$ cat config.mk
export PLATFORM = sky130hd
export DESIGN_NAME = tmr_timer16
export DESIGN_NICKNAME = d
export VERILOG_FILES = /design/src/design/tmr_edge_det.v /design/src/design/tmr_timer16.v
export VERILOG_INCLUDE_DIRS = /design/src /design/src/design
export SDC_FILE = /design/constraint.sdc
export NUM_CORES = 1
export LEC_CHECK = 0
export BUFFER_PORTS_ARGS = -buffer_cell sky130_fd_sc_hd__buf_2
export CORE_MARGIN = 2
export CORE_UTILIZATION = 50
export CTS_CLUSTER_DIAMETER = 80
export DETAILED_ROUTE_END_ITERATION = 8
export PLACE_DENSITY = 0.72
export SLEW_MARGIN = 15
export SYNTH_ARGS = -nofsm -noshare
export SYNTH_HDL_FRONTEND = slang
export SYNTH_HIERARCHICAL = 1
export SYNTH_SLANG_ARGS = --single-unit
export TNS_END_PERCENT = 10
$ cat constraint.sdc
create_clock -name clk -period 3.37 [get_ports clk]
set_input_delay 0.674 -clock clk [delete_from_list [all_inputs] [get_ports clk]]
set_output_delay 0.674 -clock clk [all_outputs]
set_load 0.005 [all_outputs]
$ cat src/design/tmr_defs.vh
// Register map, field positions, reset values and encodings of the timer
`ifndef TMR_DEFS_VH
`define TMR_DEFS_VH
// ==========================================================
// Register byte offsets
`define TMR_OFF_MODE      8'h00
`define TMR_OFF_PRESCALE  8'h04
`define TMR_OFF_CCA       8'h08
`define TMR_OFF_CCB       8'h0c
`define TMR_OFF_CCCTRL    8'h10
`define TMR_OFF_COUNT     8'h14
`define TMR_OFF_STATUS    8'h18
`define TMR_OFF_MASK      8'h1c
`define TMR_OFF_OVF       8'h20
// ==========================================================
// Field positions
`define TMR_MODE_LO       2
`define TMR_MODE_HI       3
`define TMR_ES_LO         4
`define TMR_ES_HI         5
`define TMR_DIV_LO        0
`define TMR_DIV_HI        1
`define TMR_CC_A_CAP      0
`define TMR_CC_B_CAP      1
`define TMR_CC_OS_EN      2
`define TMR_CC_OS_TRIG    6
`define TMR_ST_MATCH_A    0
`define TMR_ST_MATCH_B    1
`define TMR_ST_OVF        2
// ==========================================================
// Operating modes (two-bit field)
`define TMR_OP_STOP       2'h0
`define TMR_OP_FREE       2'h1
`define TMR_OP_CLR_EDGE   2'h2
`define TMR_OP_CLR_MATCH  2'h3
// Edge selections
`define TMR_ES_FALL       2'h0
`define TMR_ES_RISE       2'h1
`define TMR_ES_NONE       2'h2
`define TMR_ES_BOTH       2'h3
// ==========================================================
// Reset values and counter limits
`define TMR_RST_CC        16'h0000
`define TMR_RST_MASK      3'h0
`define TMR_CNT_MAX       16'hffff
`define TMR_CNT_ZERO      16'h0000
`endif

$ cat src/design/tmr_edge_det.v
// Pin synchroniser with selectable valid-edge detection
`timescale 1ns/1ps
`default_nettype none
`include "tmr_defs.vh"
module tmr_edge_det (
  input  wire       clk,
  input  wire       reset_n,
  input  wire       pin_in,
  input  wire [1:0] edge_sel,
  output wire       valid_edge
);
  reg [2:0] sync_reg;
  reg       level_reg;
  wire      rise;
  wire      fall;

  // ==========================================================
  // Three-stage synchroniser; level changes only when stages 2 and 3 agree
  always @(posedge clk or negedge reset_n) begin
    if (!reset_n) begin
      sync_reg  <= 3'h0;
      level_reg <= 1'b0;
    end else begin
      sync_reg <= {sync_reg[1:0], pin_in};
      if (sync_reg[1] == sync_reg[2])
        level_reg <= sync_reg[2];
    end
  end

  // Edge found on the filtered level; stage 1 is never looked at
  assign rise = (sync_reg[1] == sync_reg[2]) && sync_reg[2] && !level_reg;
  assign fall = (sync_reg[1] == sync_reg[2]) && !sync_reg[2] && level_reg;

  // Edge selection field picks which transitions count
  assign valid_edge = (edge_sel == `TMR_ES_FALL) ? fall :
                      (edge_sel == `TMR_ES_RISE) ? rise :
                      (edge_sel == `TMR_ES_BOTH) ? (rise | fall) : 1'b0;
endmodule // tmr_edge_det
`default_nettype wire

$ cat src/design/tmr_timer16.v
// 16-bit timer/event counter with two capture/compare registers over APB
//
// Function
// - Capture/compare contents are not guaranteed once the timer stops.
// - Trigger valid edge is chosen by prescaler register bits 4 and 5.
// - External trigger during an active one-shot pulse is ignored.
// - External trigger stays active in software-triggered one-shot use.
// - Counter step from FFFF to 0000 sets overflow in all run modes.
// - Clearing overflow before the counter reaches 0001 is overridden.
// - Counter stays stopped while mode is 00, runs on any other value.
//
// The implementer's own choices: the address map and the APB interface to the registers.
`timescale 1ns/1ps
`default_nettype none
`include "tmr_defs.vh"
module tmr_timer16 #(
  parameter DIV_W = 8
) (
  input  wire        clk,
  input  wire        reset_n,
  input  wire        psel,
  input  wire        penable,
  input  wire        pwrite,
  input  wire [7:0]  paddr,
  input  wire [31:0] pwdata,
  output wire        pready,
  output reg  [31:0] prdata,
  output reg         pslverr,
  input  wire        trigger_capture_input_a,
  output reg         pulse_out,
  output wire        irq
);
  // ==========================================================
  // Register state
  reg [1:0]  op_mode_reg;
  reg [1:0]  edge_sel_reg;
  reg [1:0]  div_sel_reg;
  reg [15:0] capture_compare_a;
  reg [15:0] capture_compare_b;
  reg [1:0]  cap_mode_reg;
  reg        oneshot_en_reg;
  reg [15:0] timer_count_value;
  reg [2:0]  status_reg;
  reg [2:0]  mask_reg;
  reg        overflow_flag;
  reg        ovf_hold_reg;
  reg        os_active_reg;
  reg [DIV_W-1:0] div_reg;
  reg [2:0]  rd_clr_reg;

  wire       setup   = psel && !penable;
  wire       wr      = psel && penable && pwrite;
  wire       rd      = psel && penable && !pwrite;
  wire       running = (op_mode_reg != `TMR_OP_STOP);
  wire       trig_edge;
  wire       tick;
  wire       match_a;
  wire       match_b;
  wire       ovf_evt;
  wire       os_trigger;
  wire       sw_trig;
  wire       cnt_clear;
  reg        hit;

  assign pready = 1'b1;

  // ==========================================================
  // Pin synchroniser and edge selection
  tmr_edge_det u_edge (
    .clk        (clk),
    .reset_n    (reset_n),
    .pin_in     (trigger_capture_input_a),
    .edge_sel   (edge_sel_reg),
    .valid_edge (trig_edge)
  );

  // ==========================================================
  // Count clock: divider gives one-cycle enable pulses of 1, 2, 4 or 8
  always @(posedge clk or negedge reset_n) begin
    if (!reset_n)
      div_reg <= {DIV_W{1'b0}};
    else if (!running)
      div_reg <= {DIV_W{1'b0}};
    else
      div_reg <= div_reg + 1'b1;
  end
  assign tick = running &&
                ((div_sel_reg == 2'h0) ||
                 (div_sel_reg == 2'h1 && div_reg[0]) ||
                 (div_sel_reg == 2'h2 && div_reg[1:0] == 2'h3) ||
                 (div_sel_reg == 2'h3 && div_reg[2:0] == 3'h7));

  // ==========================================================
  // Match and overflow events, all on the count tick
  assign match_a = tick && !cap_mode_reg[0] &&
                   (timer_count_value == capture_compare_a);
  assign match_b = tick && !cap_mode_reg[1] &&
                   (timer_count_value == capture_compare_b);
  // Any run mode wraps FFFF to 0000, including a match-clear at FFFF
  assign ovf_evt = tick && (timer_count_value == `TMR_CNT_MAX);

  // One-shot: software or pin edge, both ignored while a pulse is out
  assign sw_trig    = wr && (paddr == `TMR_OFF_CCCTRL) &&
                      pwdata[`TMR_CC_OS_TRIG];
  assign os_trigger = oneshot_en_reg && running && !os_active_reg &&
                      (sw_trig || trig_edge);

  // Counter clears on match A or on a trigger edge, each in its own clear mode, or on a one-shot start
  assign cnt_clear = os_trigger ||
    (op_mode_reg == `TMR_OP_CLR_MATCH && tick &&
     timer_count_value == capture_compare_a) ||
    (op_mode_reg == `TMR_OP_CLR_EDGE && trig_edge && !oneshot_en_reg);

  // ==========================================================
  // Counter; held at zero while stopped
  always @(posedge clk or negedge reset_n) begin
    if (!reset_n)
      timer_count_value <= `TMR_CNT_ZERO;
    else if (!running)
      timer_count_value <= `TMR_CNT_ZERO;
    else if (cnt_clear)
      timer_count_value <= `TMR_CNT_ZERO;
    else if (tick)
      timer_count_value <= timer_count_value + 16'h0001;
  end

  // ==========================================================
  // One-shot pulse: high from match B to match A
  always @(posedge clk or negedge reset_n) begin
    if (!reset_n) begin
      os_active_reg <= 1'b0;
      pulse_out     <= 1'b0;
    end else if (!running || !oneshot_en_reg) begin
      os_active_reg <= 1'b0;
      pulse_out     <= 1'b0;
    end else if (os_trigger) begin
      os_active_reg <= 1'b1;
      pulse_out     <= 1'b0;
    end else if (os_active_reg) begin
      if (match_a) begin
        os_active_reg <= 1'b0;
        pulse_out     <= 1'b0;
      end else if (match_b) begin
        pulse_out <= 1'b1;
      end
    end
  end

  // ==========================================================
  // Overflow flag; the hold window from 0000 until 0001 re-sets it
  always @(posedge clk or negedge reset_n) begin
    if (!reset_n) begin
      ovf_hold_reg  <= 1'b0;
      overflow_flag <= 1'b0;
    end else begin
      if (ovf_evt)
        ovf_hold_reg <= 1'b1;
      else if (tick || !running)
        ovf_hold_reg <= 1'b0;
      // Set beats clear, and the hold window keeps the clear from acting
      if (ovf_evt || ovf_hold_reg)
        overflow_flag <= 1'b1;
      else if (wr && paddr == `TMR_OFF_OVF && !pwdata[0])
        overflow_flag <= 1'b0;
    end
  end

  // ==========================================================
  // Control registers and capture; writes land in the access phase
  always @(posedge clk or negedge reset_n) begin
    if (!reset_n) begin
      op_mode_reg       <= `TMR_OP_STOP;
      edge_sel_reg      <= `TMR_ES_FALL;
      div_sel_reg       <= 2'h0;
      capture_compare_a <= `TMR_RST_CC;
      capture_compare_b <= `TMR_RST_CC;
      cap_mode_reg      <= 2'h0;
      oneshot_en_reg    <= 1'b0;
      mask_reg          <= `TMR_RST_MASK;
    end else begin
      if (wr) begin
        case (paddr)
          `TMR_OFF_MODE:
            op_mode_reg <= pwdata[`TMR_MODE_HI:`TMR_MODE_LO];
          `TMR_OFF_PRESCALE: begin
            // Changing the edge while running is software's fault
            edge_sel_reg <= pwdata[`TMR_ES_HI:`TMR_ES_LO];
            div_sel_reg  <= pwdata[`TMR_DIV_HI:`TMR_DIV_LO];
          end
          `TMR_OFF_CCA:    capture_compare_a <= pwdata[15:0];
          `TMR_OFF_CCB:    capture_compare_b <= pwdata[15:0];
          `TMR_OFF_CCCTRL: begin
            cap_mode_reg   <= {pwdata[`TMR_CC_B_CAP], pwdata[`TMR_CC_A_CAP]};
            oneshot_en_reg <= pwdata[`TMR_CC_OS_EN];
          end
          `TMR_OFF_MASK:   mask_reg <= pwdata[2:0];
          default: ;
        endcase
      end
      // Capture on a valid edge while running; a capture wins over a write
      // Stopping does not restore these, so software must reload them
      if (running && trig_edge && cap_mode_reg[0])
        capture_compare_a <= timer_count_value;
      if (running && trig_edge && cap_mode_reg[1])
        capture_compare_b <= timer_count_value;
    end
  end

  // ==========================================================
  // Sticky status; read clears only the bits that were reported
  always @(posedge clk or negedge reset_n) begin
    if (!reset_n)
      status_reg <= 3'h0;
    else
      status_reg <= (status_reg & ~((rd && paddr == `TMR_OFF_STATUS) ?
                                    rd_clr_reg : 3'h0)) |
                    {ovf_evt, match_b, match_a};
  end

  assign irq = |(status_reg & mask_reg);

  // ==========================================================
  // Read data and error latched in the setup phase
  always @* begin
    hit = 1'b1;
    case (paddr)
      `TMR_OFF_MODE, `TMR_OFF_PRESCALE, `TMR_OFF_CCA, `TMR_OFF_CCB,
      `TMR_OFF_CCCTRL, `TMR_OFF_COUNT, `TMR_OFF_STATUS, `TMR_OFF_MASK,
      `TMR_OFF_OVF: hit = 1'b1;
      default:      hit = 1'b0;
    endcase
  end

  always @(posedge clk or negedge reset_n) begin
    if (!reset_n) begin
      prdata     <= 32'h0000_0000;
      pslverr    <= 1'b0;
      rd_clr_reg <= 3'h0;
    end else if (setup) begin
      pslverr    <= !hit;
      rd_clr_reg <= status_reg;
      case (paddr)
        `TMR_OFF_MODE:     prdata <= {28'h0, op_mode_reg, 2'h0};
        `TMR_OFF_PRESCALE: prdata <= {26'h0, edge_sel_reg, 2'h0,
                                      div_sel_reg};
        `TMR_OFF_CCA:      prdata <= {16'h0, capture_compare_a};
        `TMR_OFF_CCB:      prdata <= {16'h0, capture_compare_b};
        `TMR_OFF_CCCTRL:   prdata <= {29'h0, oneshot_en_reg, cap_mode_reg};
        `TMR_OFF_COUNT:    prdata <= {16'h0, timer_count_value};
        `TMR_OFF_STATUS:   prdata <= {29'h0, status_reg};
        `TMR_OFF_MASK:     prdata <= {29'h0, mask_reg};
        `TMR_OFF_OVF:      prdata <= {31'h0, overflow_flag};
        default:           prdata <= 32'h0000_0000;
      endcase
    end
  end
endmodule // tmr_timer16
`default_nettype wire

==> metrics.cfg <==
[status]
status=completed

[timing]
max_slew_margin_pct=40.8
period_needed_ps=2260
fin_setup_tns_ps=0
finalCritPeriodShare_pct=67.2
fmax_mhz=442
rsz0062_at_grt=false
skew_ps=9.01
slew_violations=0
setup-violations-final=0
tightest_slew_ps=888
hold_viol_final=0
worst_slack_ps=1110

[critical_path]
startpoint_type=input port
rr_worst_depth=10
end_kind=flop
criticalPathCategory=in2reg
r2r_setup_slack_ps=1150
worstPathMaxFanout=32
reg2reg_to=capture_compare_a[8]
timing.rr.start=u_edge/sync_reg[1]
cp.arrival_ps=2520
critPathRequiredTime_ps=3620

[power_and_ir_drop]
powerDensity_nw_per_um2=392
p_sw_share_pct=24.1
pwr-share-seq_pct=52.0
p_int_uw=1690
switchingPower_uw=537
clkPwrFrac_pct=41.3
p_comb_share_pct=6.8
vdd_drop_max_v=0.000168
p_leak_uw=0.00282

[yosys]
synth.top_cell.area_share_pct=44.6
synthFlopType=dfrtp_1
yosysUniqueCellTypes=52
synthTopCellsByCount=dfrtp_1 (94), nand2_1 (66), o21ai_0 (46), mux2i_1 (34), xor2_1 (27)
ys_ff_latch=94
synthesis.area_um2=5270
seq_area_frac_synth_pct=44.6
synth.area.top_cells=dfrtp_1 (45%), mux2i_1 (6.5%), nand2_1 (4.7%), xor2_1 (4.5%), o21ai_0 (4.4%)
syn-mean-instance-area_um2=9.91
synth_edf_count=0
netlist.top_cell.by_area=dfrtp_1
ys_warn_count=6
syn-instance-count=532
async_reset_ff_share_pct=100
yosysMostFrequentCell=dfrtp_1

[grt]
track_usage_pct=22.6
grt_pass1_wl_um=19800
grt_pass1_vias=3871
antenna_found_initial=0
grt_max_degree=47
grt-ovfl-total=0

[routing]
first_iter_violations=355
drtPass1Iterations=8
ant_nets=0
totalWireLength_um=12300
routedWlPerCell_um=17.6
drc=0
avgViaCountPerCell=5.87
vias=4111

[job]
maxCapViolCount=0

[floorplan]
fp.dieH_um=107
fp-row-count=37
initial_core_util_pct=51.3
core-area_um2=10300
die-area_um2=11400
pin_count=82
fp.dieW_um=107

[clock_tree]
postCtsSetupRepairBufs=0
cts_hold_buf=0
clk_pin_slew_worst_paths_ps=90
root_buffer=clkbuf_8
clock_latency_ps=380
cts_tree=built
post_cts_resized=0
clockBufferDepth=2
cts_buffers=9
cts_sinks=94
htreeDepth=3

[cells_and_area]
fin_nets=610
drive_above_1_share_pct=17.9
seq_area_um2=2350
syn2layout_area_growth_pct=7.93
n_antenna_cell=0
fin_util_pct=55.4
multi_input_area_um2=2580
fillCellCount=909
fin_area_um2=5690
final_cell_count_no_fill=700

[placed_design]
dp.cells=684
hpwl_um=8830
numPortBuffers=48
place_area_um2=5450
gp_congestion=0.842
pre_cts_ws_ps=732

[min_path]
hp-class=in2async

==> critical path, stage by stage <==
cell	delay [ps]
buf_2	140
nor4_4	480
and3_1	670
a21boi_2	110
buf_4	250
nand2_1	110
o21ai_0	70
==> area by class of cell <==
cell class	instances	area share, %
Multi-Input combinational cell	389	45.4
Inverter	8	0.528
Timing Repair Buffer	57	5.45
Tap cell	136	2.99
Sequential cell	94	41.3
Clock buffer	9	2.18
Clock inverter	7	2.11
==> worst max path at each step <==
stage                       endpoint               start  cells after the start
5_1_grt         capture_compare_a[2]  u_edge/sync_reg[2]                     10
4_1_cts         capture_compare_a[8]            paddr[7]                      7
6_report        capture_compare_a[8]            paddr[7]                      7
2_1_floorplan              prdata[2]            paddr[3]                      6
3_3_place_gp   capture_compare_a[11]            paddr[7]                      7
3_5_place_dp    capture_compare_a[8]            paddr[7]                      7
==> cell usage in the layout (no fill, tap or decap), types with 16 or more instances in the layout <==
cell type and instances:
buf_2 47, conb_1 17, dfrtp_1 94, mux2i_1 34, nand2_1 66, nand4_1 17
nor2_1 26, o21ai_0 46, o21ai_1 16, xnor2_1 19, xor2_1 27
==> power groups by stage <==
stage	Clock, µW	Combinational, µW	Sequential [µW]
floorplan	0	93.3	1180
global placement	0	148	1180
detailed placement	0	151	1180
CTS	934	152	1160
global route	980	170	1160
finish	920	151	1160
==> kinds of logic after synthesis <==
family / Yosys count / share of synthesized area, %
other: 2 / 0.142
AND/OR/NAND/NOR: 167 / 16.5
adder cells (fa/ha/maj): 5 / 1.19
AO/OA/AOI/OAI: 106 / 12.6
buffers and inverters: 64 / 7.45
XOR/XNOR: 46 / 7.64
flip-flops: 94 / 44.6
multiplexers: 48 / 9.87
==> through the flow <==
step                hold WS (ps)  power [µW]
global route                 320        2310
finish                       283        2230
floorplan                    331        1270
global placement             334        1330
CTS                          299        2240
detailed placement           345        1330
==> routing by layer <==
| metal | global-route usage [%] | wire [µm] | vias to the layer above |
|---|---|---|---|
| met2 | 35.1 | 5770 | 169 |
| met1 | 31.3 | 5370 | 2025 |
| met4 | 8.53 | 301 | 0 |
| li1 | - | - | 1898 |
| met3 | 4.56 | 848 | 19 |
| met5 | 0 | 0 | - |
Note: power is estimated with default switching activity, not from simulation.
